### config.mk
export PLATFORM = sky130hd
export DESIGN_NAME = deframer_ctrl
export DESIGN_NICKNAME = d
export VERILOG_FILES = /design/src/rtl/deframer_pkg.sv /design/src/rtl/cksum_calc.sv /design/src/rtl/err_qualify.sv /design/src/rtl/deframer_ctrl.sv
export SDC_FILE = /design/constraint.sdc
export NUM_CORES = 1
export LEC_CHECK = 0
export BUFFER_PORTS_ARGS = -buffer_cell sky130_fd_sc_hd__buf_2
export CAP_MARGIN = 20
export CORE_MARGIN = 2
export CORE_UTILIZATION = 28
export DETAILED_ROUTE_END_ITERATION = 6
export GPL_TIMING_DRIVEN = 1
export PLACE_DENSITY = 0.45
export SLEW_MARGIN = 20
export SYNTH_ARGS = -nofsm -noshare
export SYNTH_HDL_FRONTEND = slang
export SYNTH_HIERARCHICAL = 1
export SYNTH_SLANG_ARGS = --single-unit
### constraint.sdc
create_clock -name MCLK_I -period 5.7 [get_ports MCLK_I]
set_input_delay 0.285 -clock MCLK_I [delete_from_list [all_inputs] [get_ports MCLK_I]]
set_output_delay 0.285 -clock MCLK_I [all_outputs]
set_load 0.05 [all_outputs]
### src/rtl/deframer_pkg.sv
`default_nettype none
package deframer_pkg;
	// register port geometry
	localparam int ADDR_W    = 12;
	localparam int DATA_W    = 8;
	// lanes per link and packed configuration bytes
	localparam int NUM_LANES = 5;
	localparam int CFG_BYTES = 11;
	localparam int CFG_BITS  = CFG_BYTES * 8;

	// register offsets
	localparam logic [ADDR_W-1:0] OFS_LINK_PAGE = 12'h300;
	localparam logic [ADDR_W-1:0] OFS_LANE_SYNC = 12'h473;
	localparam logic [ADDR_W-1:0] OFS_CTRL_A    = 12'h475;
	localparam logic [ADDR_W-1:0] OFS_CTRL_B    = 12'h476;
	localparam logic [ADDR_W-1:0] OFS_IRQ_STAT  = 12'h4F0;
	localparam logic [ADDR_W-1:0] OFS_IRQ_CLR   = 12'h4F1;
	localparam logic [ADDR_W-1:0] OFS_IRQ_EN    = 12'h4F2;

	// field positions of the first control register
	localparam int BIT_SOFT_RST   = 3;
	localparam int BIT_FORCE_SYNC = 2;
	localparam int BIT_REPLACE    = 0;
	// field positions of the second control register
	localparam int BIT_QUALIFY    = 4;
	localparam int BIT_CKSUM_SEL  = 0;
	// interrupt layout: lost-sync bits from 0, achieved bits from 4
	localparam int IRQ_LOST_BASE  = 0;
	localparam int IRQ_GOOD_BASE  = 4;

	// reset values
	localparam logic RST_SOFT_RST   = 1'b0;
	localparam logic RST_FORCE_SYNC = 1'b0;
	localparam logic RST_REPLACE    = 1'b1;
	localparam logic RST_QUALIFY    = 1'b1;
	localparam logic RST_CKSUM_SEL  = 1'b0;
	localparam logic [DATA_W-1:0] RST_IRQ_EN = 8'h00;
endpackage
`default_nettype wire

### src/rtl/cksum_calc.sv
`default_nettype none
module cksum_calc (
	// clock and clears
	input  wire logic                              clk_i,
	input  wire logic                              rst_i,
	input  wire logic                              clr_i,
	// packed configuration and method
	input  wire logic [deframer_pkg::CFG_BITS-1:0] cfg_i,
	input  wire logic                              method_i,
	// result
	output logic [7:0]                             sum_o
);
	import deframer_pkg::*;

	logic [7:0] byte_sum;
	logic [7:0] field_sum;
	logic [7:0] b [CFG_BYTES];

	// plain byte sum of the packed table, wraps modulo 256
	always_comb begin
		byte_sum = 8'h00;
		for (int i = 0; i < CFG_BYTES; i++) begin
			b[i] = cfg_i[i*8 +: 8];
			byte_sum = byte_sum + b[i];
		end
	end

	// each field summed on its own, so packed neighbours do not carry
	assign field_sum = b[0] + {4'h0, b[1][3:0]} + {4'h0, b[1][7:4]}
		+ {3'h0, b[2][4:0]} + {7'h00, b[2][5]} + {7'h00, b[2][6]}
		+ {3'h0, b[3][4:0]} + {7'h00, b[3][7]} + b[4]
		+ {3'h0, b[5][4:0]} + b[6] + {3'h0, b[7][4:0]} + {6'h00, b[7][7:6]}
		+ {3'h0, b[8][4:0]} + {5'h00, b[8][7:5]} + {3'h0, b[9][4:0]}
		+ {5'h00, b[9][7:5]} + {3'h0, b[10][4:0]} + {7'h00, b[10][7]};

	// method picks field sum or register sum
	always_ff @(posedge clk_i) begin
		if (rst_i || clr_i) begin
			sum_o <= 8'h00;
		end else begin
			sum_o <= method_i ? byte_sum : field_sum;
		end
	end
endmodule
`default_nettype wire

### src/rtl/err_qualify.sv
`default_nettype none
module err_qualify #(
	parameter int LANES = deframer_pkg::NUM_LANES
) (
	// clock and clears
	input  wire logic             clk_i,
	input  wire logic             rst_i,
	input  wire logic             clr_i,
	// settings
	input  wire logic             replace_en_i,
	input  wire logic             qualify_i,
	// raw errors
	input  wire logic [LANES-1:0] nit_i,
	input  wire logic [LANES-1:0] disp_i,
	input  wire logic             frame_err_i,
	// qualified results
	output logic      [LANES-1:0] disp_o,
	output logic                  replace_o
);
	logic [LANES-1:0] next_disp;

	// table miss hides disparity only when qualifying
	assign next_disp = disp_i & ~(nit_i & {LANES{qualify_i}});

	// soft reset holds the datapath at its power-on state
	always_ff @(posedge clk_i) begin
		if (rst_i || clr_i) begin
			disp_o    <= '0;
			replace_o <= 1'b0;
		end else begin
			disp_o    <= next_disp;
			replace_o <= frame_err_i & replace_en_i;
		end
	end
endmodule
`default_nettype wire

### src/rtl/deframer_ctrl.sv
// Function
// - each of lanes 0 to 4 has a read-only sync flag, 1 when achieved, 0 after reset.
// - every lane sync flag and control field at 0x473 to 0x476 is banked per link, chosen by the page at 0x300; interrupt registers are shared.
// - bit 3 at 0x475 is a synchronous soft reset holding the deframer at power-on state.
// - bit 2 at 0x475 forces a synchronization request toward the transmitter.
// - bit 0 at 0x475, reset 1, makes frames received in error be replaced.
// - bit 4 at 0x476, reset 1, lets a table miss mask a concurrent disparity error.
// - bit 0 at 0x476, reset 0, selects the checksum method over reserved bits 3 to 1.
// - method 0 sums the config fields, method 1 sums bytes 0x450 to 0x45A modulo 256.
`default_nettype none
module deframer_ctrl #(
	parameter int NUM_LINKS = 2,
	parameter int LANES     = deframer_pkg::NUM_LANES
) (
	// clock and reset
	input  wire logic                                  MCLK_I,
	input  wire logic                                  SYS_RST_I,
	// register port
	input  wire logic [deframer_pkg::ADDR_W-1:0]       ADDR_I,
	input  wire logic [deframer_pkg::DATA_W-1:0]       WDATA_I,
	input  wire logic                                  WR_I,
	input  wire logic                                  RD_I,
	output logic      [deframer_pkg::DATA_W-1:0]       RDATA_O,
	// lane status and errors
	input  wire logic [NUM_LINKS*LANES-1:0]            LANE_SYNC_I,
	input  wire logic [NUM_LINKS*LANES-1:0]            NIT_ERR_I,
	input  wire logic [NUM_LINKS*LANES-1:0]            DISP_ERR_I,
	input  wire logic [NUM_LINKS-1:0]                  FRAME_ERR_I,
	input  wire logic [NUM_LINKS*deframer_pkg::CFG_BITS-1:0] CFG_I,
	// per-link outputs
	output logic      [NUM_LINKS-1:0]                  SOFT_RST_O,
	output logic      [NUM_LINKS-1:0]                  SYNC_REQ_O,
	output logic      [NUM_LINKS-1:0]                  REPLACE_O,
	output logic      [NUM_LINKS*LANES-1:0]            DISP_ERR_O,
	output logic      [NUM_LINKS*8-1:0]                CKSUM_O,
	// interrupt
	output logic                                       IRQ_O
);
	import deframer_pkg::*;

	localparam int PAGE_W = (NUM_LINKS > 1) ? $clog2(NUM_LINKS) : 1;

	////////////////////////////////////////////////////////////////////////
	// state

	logic [PAGE_W-1:0]          link_page;
	logic [NUM_LINKS-1:0]       soft_rst;
	logic [NUM_LINKS-1:0]       force_sync;
	logic [NUM_LINKS-1:0]       replace_en;
	logic [NUM_LINKS-1:0]       qualify;
	logic [NUM_LINKS-1:0]       cksum_sel;
	logic [NUM_LINKS*LANES-1:0] lane_sync;
	logic [DATA_W-1:0]          irq_stat;
	logic [DATA_W-1:0]          irq_en;
	logic [DATA_W-1:0]          next_irq_stat;

	////////////////////////////////////////////////////////////////////////
	// address decode

	wire logic sel_page = (ADDR_I == OFS_LINK_PAGE);
	wire logic sel_sync = (ADDR_I == OFS_LANE_SYNC);
	wire logic sel_ctla = (ADDR_I == OFS_CTRL_A);
	wire logic sel_ctlb = (ADDR_I == OFS_CTRL_B);
	wire logic sel_stat = (ADDR_I == OFS_IRQ_STAT);
	wire logic sel_clr  = (ADDR_I == OFS_IRQ_CLR);
	wire logic sel_en   = (ADDR_I == OFS_IRQ_EN);

	// write strobes per register
	wire logic wr_page = WR_I & sel_page;
	wire logic wr_ctla = WR_I & sel_ctla;
	wire logic wr_ctlb = WR_I & sel_ctlb;
	wire logic wr_clr  = WR_I & sel_clr;
	wire logic wr_en   = WR_I & sel_en;

	// out-of-range pages are dropped so the bank index stays legal
	wire logic page_ok = (WDATA_I < DATA_W'(NUM_LINKS));

	////////////////////////////////////////////////////////////////////////
	// link page

	// the page steers every banked access below
	always_ff @(posedge MCLK_I) begin
		if (SYS_RST_I) begin
			link_page <= '0;
		end else if (wr_page && page_ok) begin
			link_page <= WDATA_I[PAGE_W-1:0];
		end
	end

	////////////////////////////////////////////////////////////////////////
	// banked control fields

	// only the bank under the page takes a write; reserved bits are
	// never stored, so they cannot steer anything
	always_ff @(posedge MCLK_I) begin
		if (SYS_RST_I) begin
			soft_rst   <= {NUM_LINKS{RST_SOFT_RST}};
			force_sync <= {NUM_LINKS{RST_FORCE_SYNC}};
			replace_en <= {NUM_LINKS{RST_REPLACE}};
			qualify    <= {NUM_LINKS{RST_QUALIFY}};
			cksum_sel  <= {NUM_LINKS{RST_CKSUM_SEL}};
		end else begin
			for (int l = 0; l < NUM_LINKS; l++) begin
				if (wr_ctla && (int'(link_page) == l)) begin
					soft_rst[l]   <= WDATA_I[BIT_SOFT_RST];
					force_sync[l] <= WDATA_I[BIT_FORCE_SYNC];
					replace_en[l] <= WDATA_I[BIT_REPLACE];
				end
				if (wr_ctlb && (int'(link_page) == l)) begin
					qualify[l]   <= WDATA_I[BIT_QUALIFY];
					cksum_sel[l] <= WDATA_I[BIT_CKSUM_SEL];
				end
			end
		end
	end

	// soft reset and sync request leave straight from their flops
	assign SOFT_RST_O = soft_rst;
	assign SYNC_REQ_O = force_sync;

	////////////////////////////////////////////////////////////////////////
	// lane sync flags

	// flags track the lanes; either reset pins them low
	always_ff @(posedge MCLK_I) begin
		if (SYS_RST_I) begin
			lane_sync <= '0;
		end else begin
			for (int l = 0; l < NUM_LINKS; l++) begin
				if (soft_rst[l]) begin
					lane_sync[l*LANES +: LANES] <= '0;
				end else begin
					lane_sync[l*LANES +: LANES] <= LANE_SYNC_I[l*LANES +: LANES];
				end
			end
		end
	end

	////////////////////////////////////////////////////////////////////////
	// per-link datapath helpers

	genvar g;
	generate
		for (g = 0; g < NUM_LINKS; g++) begin : g_link
			// masking and replacement follow the banked settings
			err_qualify #(
				.LANES (LANES)
			) u_qual (
				.clk_i        (MCLK_I),
				.rst_i        (SYS_RST_I),
				.clr_i        (soft_rst[g]),
				.replace_en_i (replace_en[g]),
				.qualify_i    (qualify[g]),
				.nit_i        (NIT_ERR_I[g*LANES +: LANES]),
				.disp_i       (DISP_ERR_I[g*LANES +: LANES]),
				.frame_err_i  (FRAME_ERR_I[g]),
				.disp_o       (DISP_ERR_O[g*LANES +: LANES]),
				.replace_o    (REPLACE_O[g])
			);

			// checksum over this link's packed table
			cksum_calc u_cksum (
				.clk_i    (MCLK_I),
				.rst_i    (SYS_RST_I),
				.clr_i    (soft_rst[g]),
				.cfg_i    (CFG_I[g*CFG_BITS +: CFG_BITS]),
				.method_i (cksum_sel[g]),
				.sum_o    (CKSUM_O[g*8 +: 8])
			);
		end
	endgenerate

	////////////////////////////////////////////////////////////////////////
	// interrupt events

	// lost: a flag falls outside soft reset; good: all lanes come up
	wire logic [DATA_W-1:0] irq_evt;
	generate
		for (g = 0; g < 4; g++) begin : g_evt
			if (g < NUM_LINKS) begin : g_on
				wire logic [LANES-1:0] cur = lane_sync[g*LANES +: LANES];
				wire logic [LANES-1:0] nxt = LANE_SYNC_I[g*LANES +: LANES];
				assign irq_evt[IRQ_LOST_BASE+g] = |(cur & ~nxt) & ~soft_rst[g];
				assign irq_evt[IRQ_GOOD_BASE+g] = (&nxt) & ~(&cur) & ~soft_rst[g];
			end else begin : g_off
				assign irq_evt[IRQ_LOST_BASE+g] = 1'b0;
				assign irq_evt[IRQ_GOOD_BASE+g] = 1'b0;
			end
		end
	endgenerate

	// set beats clear so an event in the clear cycle survives
	assign next_irq_stat = (irq_stat & ~(wr_clr ? WDATA_I : 8'h00)) | irq_evt;

	// status, enable and the level output
	always_ff @(posedge MCLK_I) begin
		if (SYS_RST_I) begin
			irq_stat <= 8'h00;
			irq_en   <= RST_IRQ_EN;
			IRQ_O    <= 1'b0;
		end else begin
			irq_stat <= next_irq_stat;
			irq_en   <= wr_en ? WDATA_I : irq_en;
			IRQ_O    <= |(irq_stat & irq_en);
		end
	end

	////////////////////////////////////////////////////////////////////////
	// read path

	// banked views of the page in force; reserved bits forced to zero
	wire logic [DATA_W-1:0] rd_sync =
		DATA_W'(lane_sync[int'(link_page)*LANES +: LANES]);
	wire logic [DATA_W-1:0] rd_ctla = {4'h0, soft_rst[link_page],
		force_sync[link_page], 1'b0, replace_en[link_page]};
	wire logic [DATA_W-1:0] rd_ctlb = {3'h0, qualify[link_page],
		3'h0, cksum_sel[link_page]};
	wire logic [DATA_W-1:0] rd_page = DATA_W'(link_page);

	// unmapped and write-only addresses read zero
	wire logic [DATA_W-1:0] rd_mux =
		sel_page ? rd_page :
		sel_sync ? rd_sync :
		sel_ctla ? rd_ctla :
		sel_ctlb ? rd_ctlb :
		sel_stat ? irq_stat :
		sel_en   ? irq_en  : 8'h00;

	// data valid only in the cycle after the strobe
	always_ff @(posedge MCLK_I) begin
		if (SYS_RST_I) begin
			RDATA_O <= 8'h00;
		end else begin
			RDATA_O <= RD_I ? rd_mux : 8'h00;
		end
	end
endmodule
`default_nettype wire

==> impl_summary.log <==
[metrics] area of the die: 39300 um^2
[metrics] placeable core region: 37400 um^2
[metrics] smallest hold slack: 0.145 ns
[metrics] part of the Yosys area used for sequential elements: 14.0%
[metrics] static power due to leakage: 6.71 nW
[metrics] Gate Count Post-Synth: 1056
[metrics] worst min-delay path class: input port to flip-flop
[metrics] net total in the final layout: 1846
[metrics] Worst Setup End Kind: flip-flop
[metrics] final wirelength: 28300 um
[metrics] proportion of layout cells with a drive suffix above 1: 23.4%
[metrics] deepest clock path buffer count: 2
[metrics] number of global-route vias before repair: 8639
[metrics] distinct cell type count of the synthesized netlist: 63
[metrics] wire length of the first global-routing pass: 45900 um
[metrics] Post-CTS Setup Repair Bufs: 0
[metrics] floorplan row count: 71
[metrics] Max-Slew Margin vs Limit: 42.4%
[metrics] number of iterations in the first detailed-routing pass: 4
[metrics] peak fanout along the critical path: 2
[metrics] most instantiated flip-flop cell in the synthesis netlist: sky130_fd_sc_hd__dfxtp_1
[metrics] count of pins over their slew limit: 0
[metrics] maximum vdd drop: 0.000417 V
[metrics] synthesized area: 10600 um^2
[metrics] final weighted congestion in routability-driven placement: 0.824
[metrics] cts hold-fix bufs: 0
[metrics] reg-to-reg startpoint: link_page$_SDFFE_PP0P_
[metrics] iteration-0 DRC count of the detailed router: 288
[metrics] startpoint of the most critical setup path: CFG_I[2]
[metrics] worst hold start: WDATA_I[6]
[metrics] Syn. warnings: 6
[metrics] number of sinks handled by clock tree synthesis: 74
[metrics] GRT Residual Overflow: 0
[metrics] top library cells by usage in the layout, fill and taps aside: 329 x sky130_fd_sc_hd__inv_1, 272 x sky130_fd_sc_hd__buf_2, 224 x sky130_fd_sc_hd__fa_1
[metrics] layout overhead on the synthesized area: 21.4%
[metrics] WP data arrival: 5.29 ns
[metrics] max-cap violations: 0
[metrics] worst endpoint required time: 5.95 ns
[metrics] post-route worst setup slack: 0.664 ns
[metrics] Crit Path Category: input port to flip-flop
[metrics] total of flip-flops plus latches after synthesis: 74
[metrics] Mean Syn Cell Area: 10.0 um^2
[metrics] Resized cells post-CTS: 0
[metrics] via density per instance: 4.08
[metrics] type of origin of the critical path: input port
[metrics] number of levels in the clock H-tree: 3
[metrics] most common library cell in the layout ignoring fill and taps: sky130_fd_sc_hd__inv_1
[metrics] Clock Skews: 0.00814 ns
[metrics] clock buffer count from CTS: 9
[metrics] Post-Syn Nets: 1576
[metrics] clk slew on worst S/H paths: 0.07 ns
[metrics] final setup vio count: 0
[metrics] crit share post-route: 88.4%
[metrics] total of buffers placed on input and output ports: 272
[metrics] Detailed Place HPWL: 26300 um
[metrics] TritonCTS clock tree: built
[metrics] sum of negative setup slack: 0 ns
[metrics] final core occ: 34.3%
[metrics] overall track demand over capacity in global routing: 15.4%
[metrics] share of synthesized registers carrying an async set or reset: 0%
[metrics] unrepaired setup endpoints after global routing: no
[metrics] clock insertion delay at the later pin of the skew report: 0.34 ns
[metrics] I/O pins: 273
[metrics] slew at the pin with the worst max-slew slack: 0.864 ns
[metrics] Tmin final: 5.04 ns
[metrics] maximum number of pins on one net before global-route repair: 43
[metrics] run status: finished clean
[metrics] width of the die: 198 um
[metrics] final hold violation count: 0
[metrics] average wire per standard cell: 15.4 um
[metrics] clock tree root driver cell: sky130_fd_sc_hd__clkbuf_16
[metrics] total number of vias: 7520
[metrics] Die Ht: 198 um
[metrics] Post-synth EDFFs: 0
[metrics] power per cell area: 666 nW/um^2
[metrics] initial antenna violation count: 2
[metrics] peak clock frequency supported by timing: 199 MHz
[metrics] post-place setup slack: 0.304 ns
[metrics] final antenna-violating net count: 0
[metrics] initial standard-cell utilization of the core: 28.3%
[metrics] total DRC errors in the routed layout: 0
[registers in the layout (all words and copies together), names as in the netlist, 8 cells and up]
name                  count
irq_en                    8
irq_stat                  8
g_link.u_qual/disp_o     10
RDATA_O                   8
g_link.u_cksum/sum_o     16
lane_sync                10
[power breakdown]
| part | leakage, nW | internal, mW | switching [mW] |
|---|---|---|---|
| clock network | 0.147 | 0.348 | 0.248 |
| logic | 5.96 | 3.44 | 3.87 |
| registers | 0.606 | 0.615 | 0.0217 |
| total | 6.71 | 4.41 | 4.14 |
[synth_stat cells, types with 3 or more instances]
library cell	count	area share (%)
sky130_fd_sc_hd__inv_1	329	12
sky130_fd_sc_hd__nor4_4	4	0.81
sky130_fd_sc_hd__nor4_1	6	0.36
sky130_fd_sc_hd__a22oi_1	7	0.50
sky130_fd_sc_hd__nand3_1	5	0.24
sky130_fd_sc_hd__xnor2_2	4	0.62
sky130_fd_sc_hd__xor2_1	13	1.1
sky130_fd_sc_hd__nand4_1	4	0.24
sky130_fd_sc_hd__ha_1	64	7.6
sky130_fd_sc_hd__buf_1	4	0.14
sky130_fd_sc_hd__mux2i_1	28	2.7
sky130_fd_sc_hd__a31oi_1	3	0.18
sky130_fd_sc_hd__a21oi_1	27	1.3
sky130_fd_sc_hd__xnor2_1	45	3.7
sky130_fd_sc_hd__xnor3_1	4	0.85
sky130_fd_sc_hd__o21ai_0	7	0.33
sky130_fd_sc_hd__fa_1	224	42
sky130_fd_sc_hd__clkbuf_1	7	0.25
sky130_fd_sc_hd__nand2_1	25	0.89
sky130_fd_sc_hd__nor3_1	6	0.28
sky130_fd_sc_hd__nand2b_1	10	0.59
sky130_fd_sc_hd__a21o_1	14	0.99
sky130_fd_sc_hd__nor2_1	59	2.1
sky130_fd_sc_hd__o21a_1	3	0.21
sky130_fd_sc_hd__and2_1	6	0.36
sky130_fd_sc_hd__dfxtp_1	74	14
sky130_fd_sc_hd__and3_1	13	0.77
sky130_fd_sc_hd__nor2b_1	6	0.36
sky130_fd_sc_hd__nand3b_1	4	0.28
sky130_fd_sc_hd__nor3b_1	5	0.36
[through the flow]
step	power (mW)	area, um^2	instances
6_report	8.55	12800	1843
3_5_place_dp	8.16	12500	1826
4_1_cts	8.83	12800	1842
2_1_floorplan	6.37	10600	1056
5_1_grt	9.76	12800	1842
3_3_place_gp	8.12	12500	1826
[area by class of cell]
| cell class | instances | area [um^2] |
|---|---|---|
| Multi-Input combinational cell | 640 | 7800 |
| Clock inverter | 7 | 85.1 |
| Antenna cell | 1 | 2.50 |
| Tap cell | 511 | 639 |
| Timing Repair Buffer | 272 | 1360 |
| Clock buffer | 9 | 225 |
| Sequential cell | 74 | 1480 |
| Fill cell | 4010 | 24600 |
| Inverter | 329 | 1230 |
[routing by layer]
layer / track usage (%) / share of wire, %
met5: 0 / 0.046
met4: 1.89 / 0.63
met3: 1.75 / 4.6
met2: 28.2 / 52
met1: 19.9 / 42
[worst paths after layout]
path | endpoint | slack [ns] | depth (start not counted)
worst max-delay path | g_link[0].u_cksum/sum_o[7]$_SDFF_PP0_ | 0.66 | 16
worst min register to register | irq_stat[2]$_SDFF_PP0_ | 0.47 | 2
worst min-delay path | irq_stat[6]$_SDFF_PP0_ | 0.14 | 2
worst max register to register | qualify[1]$_SDFFE_PP1P_ | 3.81 | 4
[kinds of logic (layout without fill, tap and decap cells)]
| family | after synthesis | after routing | synth area share [%] |
|---|---|---|---|
| xor gates and xnor gates | 66 | 66 | 6.27 |
| AOI/OAI and AO/OA | 86 | 86 | 5.61 |
| muxes | 29 | 29 | 2.76 |
| other | 0 | 1 | 0 |
| buffers and inverters | 342 | 617 | 12.2 |
| and+or+nand+nor | 171 | 171 | 9.16 |
| adders and majority gates | 288 | 288 | 50.0 |
| DFF | 74 | 74 | 14.0 |
[worst max-delay path, stage by stage]
cell                       delay [ns]
sky130_fd_sc_hd__buf_2           0.07
sky130_fd_sc_hd__inv_1           0.07
sky130_fd_sc_hd__fa_1            0.53
sky130_fd_sc_hd__inv_1           0.05
sky130_fd_sc_hd__fa_1            0.50
sky130_fd_sc_hd__fa_1            0.54
sky130_fd_sc_hd__fa_1            0.53
sky130_fd_sc_hd__fa_1            0.57
sky130_fd_sc_hd__fa_1            0.47
sky130_fd_sc_hd__fa_1            0.48
sky130_fd_sc_hd__a21o_1          0.21
sky130_fd_sc_hd__a311o_1         0.34
sky130_fd_sc_hd__a21oi_1         0.19
sky130_fd_sc_hd__xnor2_1         0.14
sky130_fd_sc_hd__nor2_1          0.06
sky130_fd_sc_hd__a211oi_1        0.23
(Power assumes the default switching activity.)
